==> config.mk <==
export PLATFORM = sky130hd
export DESIGN_NAME = mch_top
export DESIGN_NICKNAME = d
export VERILOG_FILES = /design/src/hdl/mch_pkg.sv /design/src/hdl/mch_sync_if.sv /design/src/hdl/mch_sync.sv /design/src/hdl/mch_top.sv
export SDC_FILE = /design/constraint.sdc
export NUM_CORES = 1
export LEC_CHECK = 0
export ABC_AREA = 1
export CORE_ASPECT_RATIO = 1.4
export CORE_MARGIN = 4
export CORE_UTILIZATION = 61
export DETAILED_ROUTE_END_ITERATION = 10
export DONT_BUFFER_PORTS = 1
export PLACE_DENSITY = 0.82
export SLEW_MARGIN = 40
export SYNTH_ARGS = -nofsm -noshare
export SYNTH_HDL_FRONTEND = slang
export SYNTH_SLANG_ARGS = --single-unit
==> constraint.sdc <==
create_clock -name REF_CLK -period 1.5 [get_ports REF_CLK]
set_clock_uncertainty 0.15 [all_clocks]
set_input_delay 0.15 -clock REF_CLK [delete_from_list [all_inputs] [get_ports REF_CLK]]
set_output_delay 0.15 -clock REF_CLK [all_outputs]
set_load 0.05 [all_outputs]
==> src/hdl/mch_pkg.sv <==
// Notes on behaviour
// - Ready off: ignore all inputs but ring
// - Ready off never blocks ring or DTR
// - Ready lost mid-call ends call; next is new
// - Ready rise under autocaller proves no handover
// - DTR on keeps the modem on line
// - DTR may rise whenever terminal is ready
// - Switched: DTR stays off until ready drops
// - Quality off flags likely error, retransmit
// - Terminal rate select on means higher rate
// - Transmit only with RTS, CTS, DSR, DTR on
package mch_pkg;
	// APB register byte addresses
	localparam logic [7:0] MCH_CTRL_ADDR   = 8'h00;
	localparam logic [7:0] MCH_STATUS_ADDR = 8'h04;
	localparam logic [7:0] MCH_EVENT_ADDR  = 8'h08;
	localparam logic [7:0] MCH_TXD_ADDR    = 8'h0c;
	// Control fields
	localparam int CTRL_DTR      = 0;
	localparam int CTRL_RTS      = 1;
	localparam int CTRL_RATE_HI  = 2;
	localparam int CTRL_SWITCHED = 3;
	localparam int CTRL_ACU      = 4;
	localparam int CTRL_HANGUP   = 5;
	localparam logic [31:0] CTRL_RESET = 32'h0000_0008;
	// Status fields
	localparam int ST_DSR     = 0;
	localparam int ST_CTS     = 1;
	localparam int ST_DCD     = 2;
	localparam int ST_RI      = 3;
	localparam int ST_SQD     = 4;
	localparam int ST_RATE    = 5;
	localparam int ST_CALL    = 6;
	localparam int ST_DTR_OUT = 7;
	localparam int ST_DTR_LCK = 8;
	localparam int ST_TX_OK   = 9;
	localparam int ST_RXD     = 10;
	// Sticky event fields
	localparam int EV_LOST  = 0;
	localparam int EV_NEW   = 1;
	localparam int EV_RING  = 2;
	localparam int EV_QERR  = 3;
	localparam int EV_WIDTH = 4;
	// Incoming line indices
	localparam int IN_DSR  = 0;
	localparam int IN_CTS  = 1;
	localparam int IN_DCD  = 2;
	localparam int IN_RI   = 3;
	localparam int IN_SQD  = 4;
	localparam int IN_RATE = 5;
	localparam int IN_RXD  = 6;
	localparam int IN_NUM  = 7;
	typedef enum logic [1:0] {
		MCH_IDLE = 2'b00,
		MCH_CALL = 2'b01,
		MCH_DROP = 2'b11
	} mch_call_t;
endpackage : mch_pkg

==> src/hdl/mch_sync_if.sv <==
`timescale 1ns/1ps
// Raw pins in, synchronised levels out
interface mch_sync_if #(parameter int N = 7);
	logic [N-1:0] raw;
	logic [N-1:0] sync;
	modport src (output raw, input sync);
	modport dst (input raw, output sync);
endinterface : mch_sync_if

==> src/hdl/mch_sync.sv <==
`timescale 1ns/1ps
// Two-flop synchroniser bank, one stage pair per line
module mch_sync #(
	parameter int N = 7
) (
	// Clock and reset
	input wire logic clk,
	input wire logic rst_n,
	// Lines
	mch_sync_if.dst  lines
);
	logic [N-1:0] meta_r;
	logic [N-1:0] sync_r;

	// Elaboration check: a bank needs at least one line
	if (N < 1) begin : g_bad_n
		$error("mch_sync needs at least one line");
	end

	// Per line: first stage feeds only the second
	generate
		for (genvar i = 0; i < N; i++) begin : g_line
			always_ff @(posedge clk) begin
				if (!rst_n) begin
					meta_r[i] <= 1'b0;
					sync_r[i] <= 1'b0;
				end else begin
					meta_r[i] <= lines.raw[i];
					sync_r[i] <= meta_r[i];
				end
			end
		end
	endgenerate

	assign lines.sync = sync_r;
endmodule : mch_sync

==> src/hdl/mch_top.sv <==
// Register access over APB and the register offsets were left to the implementer.
`timescale 1ns/1ps
// Terminal-side modem control with APB registers
module mch_top (
	// Clock and reset
	input  wire logic        REF_CLK,
	input  wire logic        RST_N,
	// APB slave
	input  wire logic        PSEL,
	input  wire logic        PENABLE,
	input  wire logic        PWRITE,
	input  wire logic [7:0]  PADDR,
	input  wire logic [31:0] PWDATA,
	output logic      [31:0] PRDATA,
	output logic             PREADY,
	output logic             PSLVERR,
	// Lines from the data set
	input  wire logic        DSR_IN,
	input  wire logic        CTS_IN,
	input  wire logic        DCD_IN,
	input  wire logic        RI_IN,
	input  wire logic        SQD_IN,
	input  wire logic        RATE_IN,
	input  wire logic        RXD_IN,
	// Lines to the data set
	output logic             DTR_OUT,
	output logic             RTS_OUT,
	output logic             RATE_SEL_OUT,
	output logic             TXD_OUT
);
	import mch_pkg::*;

	mch_sync_if #(.N(IN_NUM)) sif ();
	logic [31:0]         ctrl_r;
	logic [EV_WIDTH-1:0] event_r;
	logic                txd_bit_r;
	mch_call_t           call_r;
	logic                dtr_lock_r;
	logic                dsr_d_r;
	logic                ri_d_r;
	logic                sqd_d_r;
	logic                dsr, cts, dcd, ri, sqd, rate_in, rxd;
	logic                cts_q, dcd_q, sqd_q, rate_q, rxd_q;
	logic                dtr_nxt;
	logic                tx_ok;
	logic                ev_lost, ev_new, ev_ring, ev_qerr;
	logic                wr_en, rd_en;
	logic                addr_ok;
	logic [31:0]         status;
	logic [31:0]         rdata_nxt;

	// Synchronise every incoming line before use
	assign sif.raw = {RXD_IN, RATE_IN, SQD_IN, RI_IN, DCD_IN, CTS_IN, DSR_IN};
	mch_sync #(.N(IN_NUM)) u_sync (
		.clk   (REF_CLK),
		.rst_n (RST_N),
		.lines (sif.dst)
	);
	assign dsr     = sif.sync[IN_DSR];
	assign cts     = sif.sync[IN_CTS];
	assign dcd     = sif.sync[IN_DCD];
	assign ri      = sif.sync[IN_RI];
	assign sqd     = sif.sync[IN_SQD];
	assign rate_in = sif.sync[IN_RATE];
	assign rxd     = sif.sync[IN_RXD];

	// Without ready, all lines but ring read as off or mark
	assign cts_q  = dsr & cts;
	assign dcd_q  = dsr & dcd;
	assign sqd_q  = dsr & sqd;
	assign rate_q = dsr & rate_in;
	// Carrier loss forces mark even if the modem forgets to clamp
	assign rxd_q  = ~(dsr & dcd) | rxd;

	// Events; ring is never gated by ready or DTR
	assign ev_ring = ri & ~ri_d_r;
	// Loss counts only while the DTR line itself is still on
	assign ev_lost = ~dsr & dsr_d_r & DTR_OUT & (call_r == MCH_CALL);
	// Under an autocaller a rising ready does not open a call
	assign ev_new  = dsr & ~dsr_d_r & ~ctrl_r[CTRL_ACU];
	// Ready loss alone must not look like a quality error
	assign ev_qerr = dsr & ~sqd & sqd_d_r;

	// Call tracking
	always_ff @(posedge REF_CLK) begin
		if (!RST_N) begin
			call_r <= MCH_IDLE;
		end else begin
			case (call_r)
				MCH_IDLE: begin
					if (dsr & ctrl_r[CTRL_DTR] & ~ctrl_r[CTRL_ACU]) call_r <= MCH_CALL;
				end
				MCH_CALL: begin
					if (ev_lost | ctrl_r[CTRL_HANGUP]) call_r <= MCH_DROP;
					else if (~dsr) call_r <= MCH_IDLE;
				end
				MCH_DROP: begin
					if (~dsr) call_r <= MCH_IDLE; // Next ready is a new call
				end
				default: call_r <= MCH_IDLE;
			endcase
		end
	end

	// DTR reassertion lock in switched service until ready drops
	always_ff @(posedge REF_CLK) begin
		if (!RST_N) begin
			dtr_lock_r <= 1'b0;
		end else if (DTR_OUT & ~dtr_nxt & ctrl_r[CTRL_SWITCHED] & dsr) begin
			dtr_lock_r <= 1'b1;
		end else if (~dsr | ~ctrl_r[CTRL_SWITCHED]) begin
			dtr_lock_r <= 1'b0;
		end
	end

	// Software DTR; lost call and hangup force it off
	assign dtr_nxt = ctrl_r[CTRL_DTR] & ~dtr_lock_r & ~ctrl_r[CTRL_HANGUP]
		& (call_r != MCH_DROP);

	// Transmit gate needs all four lines on
	assign tx_ok = ctrl_r[CTRL_RTS] & cts_q & dsr & DTR_OUT;

	// Line outputs, all registered
	always_ff @(posedge REF_CLK) begin
		if (!RST_N) begin
			DTR_OUT      <= 1'b0;
			RTS_OUT      <= 1'b0;
			RATE_SEL_OUT <= 1'b0;
			TXD_OUT      <= 1'b1;
		end else begin
			DTR_OUT      <= dtr_nxt;
			RTS_OUT      <= ctrl_r[CTRL_RTS];
			RATE_SEL_OUT <= ctrl_r[CTRL_RATE_HI];
			TXD_OUT      <= tx_ok ? txd_bit_r : 1'b1;
		end
	end

	// Edge history for event detection
	always_ff @(posedge REF_CLK) begin
		if (!RST_N) begin
			dsr_d_r <= 1'b0;
			ri_d_r  <= 1'b0;
			sqd_d_r <= 1'b0;
		end else begin
			dsr_d_r <= dsr;
			ri_d_r  <= ri;
			sqd_d_r <= sqd_q;
		end
	end

	// APB decode; zero wait states
	assign wr_en   = PSEL & PENABLE & PWRITE;
	assign rd_en   = PSEL & ~PENABLE & ~PWRITE;
	assign addr_ok = (PADDR == MCH_CTRL_ADDR) | (PADDR == MCH_STATUS_ADDR)
		| (PADDR == MCH_EVENT_ADDR) | (PADDR == MCH_TXD_ADDR);

	// Control and transmit bit registers; hangup self-clears
	always_ff @(posedge REF_CLK) begin
		if (!RST_N) begin
			ctrl_r    <= CTRL_RESET;
			txd_bit_r <= 1'b1;
		end else begin
			if (wr_en & (PADDR == MCH_CTRL_ADDR)) begin
				ctrl_r <= 32'(PWDATA[CTRL_HANGUP:0]); // Upper bits read as zero
			end else begin
				ctrl_r[CTRL_HANGUP] <= 1'b0;
			end
			if (wr_en & (PADDR == MCH_TXD_ADDR)) txd_bit_r <= PWDATA[0];
		end
	end

	// Sticky events, write one to clear; a new event wins
	always_ff @(posedge REF_CLK) begin
		if (!RST_N) begin
			event_r <= '0;
		end else begin
			event_r <= (event_r & ~((wr_en & (PADDR == MCH_EVENT_ADDR)) ? PWDATA[EV_WIDTH-1:0] : '0))
				| {ev_qerr, ev_ring, ev_new, ev_lost};
		end
	end

	// Status word; ring reported regardless of ready
	always_comb begin
		status             = 32'h0;
		status[ST_DSR]     = dsr;
		status[ST_CTS]     = cts_q;
		status[ST_DCD]     = dcd_q;
		status[ST_RI]      = ri;
		status[ST_SQD]     = sqd_q;
		status[ST_RATE]    = rate_q;
		status[ST_CALL]    = (call_r == MCH_CALL);
		status[ST_DTR_OUT] = DTR_OUT;
		status[ST_DTR_LCK] = dtr_lock_r;
		status[ST_TX_OK]   = tx_ok;
		status[ST_RXD]     = rxd_q;
	end

	// Read mux
	always_comb begin
		rdata_nxt = 32'h0;
		case (PADDR)
			MCH_CTRL_ADDR:   rdata_nxt = ctrl_r;
			MCH_STATUS_ADDR: rdata_nxt = status;
			MCH_EVENT_ADDR:  rdata_nxt = {{(32-EV_WIDTH){1'b0}}, event_r};
			MCH_TXD_ADDR:    rdata_nxt = {31'h0, txd_bit_r};
			default:         rdata_nxt = 32'h0;
		endcase
	end

	// Read data captured in setup, ready and error in access
	always_ff @(posedge REF_CLK) begin
		if (!RST_N) begin
			PRDATA  <= 32'h0;
			PREADY  <= 1'b0;
			PSLVERR <= 1'b0;
		end else begin
			if (rd_en) PRDATA <= rdata_nxt;
			PREADY  <= PSEL & ~PENABLE;
			PSLVERR <= PSEL & ~PENABLE & ~addr_ok;
		end
	end
endmodule : mch_top

==> results by stage <==
CTS:
- In this run the number of H-tree levels came out at 2.
- TritonCTS built the clock tree.
- The maximum clock insertion buffer count is 2.
- The clock net in this run drives a total of 48 sinks.
- The number of buffers added for setup after CTS is 0.
- The insertion delay to the later sink of the worst-skew pair is 300 ps.
- After clock tree synthesis, the clock-pin slew on the worst setup and hold paths is roughly 90 ps.
- The buffer cell driving the clock tree root is clkbuf_8.
- TritonCTS created 5 clock buffers.

Finish:
- The most common cell after layout, fill and taps aside is nand2_1.
- After the last flow step, the layout net total stands at 365.
- The footprint of the flip-flops and latches is 962.2 µm².
- In the layout the commonest cells are nand2_1, dfxtp_1, inv_1, dlygate4sd3_1.
- 0 antenna diodes ended up in the layout.
- The fraction of final layout cells sized beyond drive strength 1 is 11.18%.
- In the final layout, the multi-input gates occupy 807.0 µm².
- Compared with the post-synthesis result, the final layout area differs by 23.45%.
- After filler insertion, the fill cell instance count of the layout stands at 224.

Floorplanning:
- Measured along the y axis, the die boundary spans 76.12 µm.
- The number of placement rows is 24.
- The die extent in x is 56.66 µm.
- The initial standard-cell utilization of the core is 64.13%.
- The full die area is 4313 µm².
- After floorplanning, the core was sized to cover 3153 µm².
- 90 I/O pins were placed.

Hold path:
- The tightest min-delay check is of the in -> reg type.
- The destination of the worst hold path is ctrl_r[1].
- Counting instances, the worst hold path has a depth of 4.
- In this run the most critical hold path is launched from RST_N.

Timing:
- The final setup slack of the worst path is 61.90 ps.
- The share of the clock period used by the worst path after layout is a little over nine tenths.
- The number of hold-slack violations in the final timing report is 0.
- Setup violations remaining at the end of the flow were counted as 0.
- Setup repair after global routing left no endpoint under its margin.
- The aggregate negative setup slack is 0 ps.
- The max-slew violation count came to 0.
- The maximum operating frequency is 695.4 MHz.
- The minimum clock period is about 1400 ps.
- Hold is met by 48.79 ps.

Flow run:
- The number of violations of the max-capacitance limit is 0.

Global route:
- In the global route stage, overall resource usage came out at 23.18%.
- The first global-routing pass estimated slightly below 8000 µm of wire.
- Entering global routing, the biggest net connects 29 pins.
- The number of global-route vias before repair is 1809.
- The total congestion overflow is 0.
- The initial antenna violation count is 0.

Worst setup path:
- The critical path goes through dlygate4sd3_1 -> nand3_1 -> nand3_1 -> dlygate4sd3_1 -> o21ai_0.
- The top fanout value on the critical path is 2.
- The slowest stage of the critical path is the dlygate4sd3_1 cell.
- At the worst endpoint, the arrival time is between 1000 and 1500 ps.
- At the worst endpoint, the required time is 1540 ps.
- The setup check on the worst reg-to-reg path leaves a slack of roughly 90 ps.
- The end of the worst register-to-register path is ctrl_r[1].
- The worst stage delay on the critical path is 550 ps.
- The category of the most critical setup path is in -> reg.
- STA classifies the critical path startpoint as an input pin.
- The cell class contributing the biggest share of worst-path delay is buffers and inverters.
- The number of cells on the worst reg-to-reg path is 5.
- STA classifies the critical path endpoint as a flip-flop.
- The number of buffer and inverter stages on the critical path is 2.
- In this run the critical register-to-register path is launched from ctrl_r[1].

Logic synthesis:
- The synthesized netlist cell count is 264.
- The library cell with the largest summed area after synthesis is dfxtp_1.
- The count of cell types in the netlist is 26.
- The mean cell area of the mapped netlist is 7.659 µm².
- The synthesized flop and latch total is between 40 and 50.
- Of the synthesized area, sequential elements account for between 40% and 50%.
- The warning count from the yosys run is 0.
- The portion of synthesized cell area occupied by the leading cell type is 47.52%.
- In the post-synthesis netlist, the biggest area contributors are dfxtp_1, nand2_1, buf_4, inv_1, nand3_1.
- After synthesis the cells add up to 2022 µm².

Power and ir drop:
- The ratio of total power to cell area is 928.1 nW/µm².
- The leakage power summed over all cells is around 1.2 nW.
- VDD sags by at most around 0.84 mV.

Placement:
- Before CTS, the worst setup slack after placement is 188.6 ps.
- The count of port buffers added during placement is 0.
- Routability-driven placement finished with a final weighted congestion of 0.8356.
- Summed over all nets, the half-perimeter wirelength after detailed placement is 2879 µm.

Routing:
- The first TritonRoute pass finished after 4 iterations.
- The final routed wire length divided by cell count is approximately 14 µm.
- The starting DRC count in detailed routing is 88.
- The final layout contains routed wiring with a total length of around 4800 µm.
- In this run the remaining antenna-violating nets after routing total 0.
- The per-cell via count in the routed design is 5.202.
- The DRC violation count after routing is 0.
- For this block, the via count after detailed routing is 1831.

Run status:
- The run finished with clean final reports.
sequential cells by signal, indices dropped and copies added (netlist names):
name               count
PRDATA                11
u_sync.lines.sync      7
u_sync.meta_r          7
ctrl_r                 6
event_r                4
call_r                 2
DTR_OUT                1
PREADY                 1
PSLVERR                1
RATE_SEL_OUT           1
RTS_OUT                1
TXD_OUT                1
dsr_d_r                1
dtr_lock_r             1
ri_d_r                 1
sqd_d_r                1
txd_bit_r              1
kinds of logic after synthesis:
logic type             share of synthesized area (%)
buffers and inverters                          16.27
flip-flops                                     47.52
other                                         0.1855
AO/OA/AOI/OAI                                  8.849
AND/OR/NAND/NOR                                27.17
worst max path at each step:
stage / end / cells past startpoint / startpoint
after floorplan: PRDATA[9] / 4 / DTR_OUT
after global placement: call_r[1] / 5 / u_sync.lines.sync[0]
after detailed placement: call_r[1] / 5 / u_sync.lines.sync[0]
after CTS: event_r[2] / 5 / PWDATA[2]
after global routing: ctrl_r[2] / 8 / PADDR[5]
final: event_r[2] / 5 / PWDATA[2]
tightest hold or removal path: stages:
cell     delay [ps]
inv_1            80
o21ai_1         140
o21ai_1          60
inv_1            50
where the power goes:
| group | internal (mW) | switching (mW) | total, mW |
|---|---|---|---|
| logic | 0.0747 | 0.196 | 0.270 |
| clock network | 0.317 | 0.406 | 0.723 |
| registers | 1.30 | 0.0214 | 1.32 |
per-layer routing:
metal | wire, µm | global-route usage, % | vias to the layer above
met5 | 0 | 0 | -
met4 | 204 | 14.49 | 0
met3 | 425 | 7.119 | 23
met2 | 2534 | 40.86 | 89
met1 | 1593 | 22.81 | 835
li1 | - | - | 884
cell usage after synthesis:
library cell,n
a21oi_1,17
a31oi_1,1
and3_1,1
buf_2,3
buf_4,21
clkbuf_1,3
clkinv_2,2
conb_1,1
dfxtp_1,48
inv_1,36
nand2_1,62
nand2_2,2
nand2_4,2
nand3_1,21
nand3b_1,1
nand4_1,4
nor2_1,11
nor2_2,4
nor2_4,2
nor2_8,1
nor3_1,2
nor3b_2,1
nor4_1,1
o21ai_0,7
o21ai_1,9
o31ai_1,1
per-stage QoR:
step	total power, mW	cells	util [%]	area, µm²
global placement	1.557	310	65.56	2067
global route	2.389	352	79.17	2496
finish	2.317	352	79.17	2496
detailed placement	1.561	310	65.56	2067
CTS	2.318	352	79.13	2495
floorplan	1.589	284	-	2097
layout make-up:
class,instances,share of cell area (%)
well taps,39,1.955
clock inverters,1,0.2005
flip-flops and latches,48,38.55
inverters,38,5.815
clock buffers,6,2.907
repair buffers,49,18.25
multi-input cells,171,32.33
repair_timing:
action | CTS | global route
hold endpoints to repair | 37 | 0
gates resized for setup | 0 | 1
endpoints found under the setup margin | 0 | 1
hold buffers | 35 | 0
No activity file was read; power rests on OpenSTA's default activity.
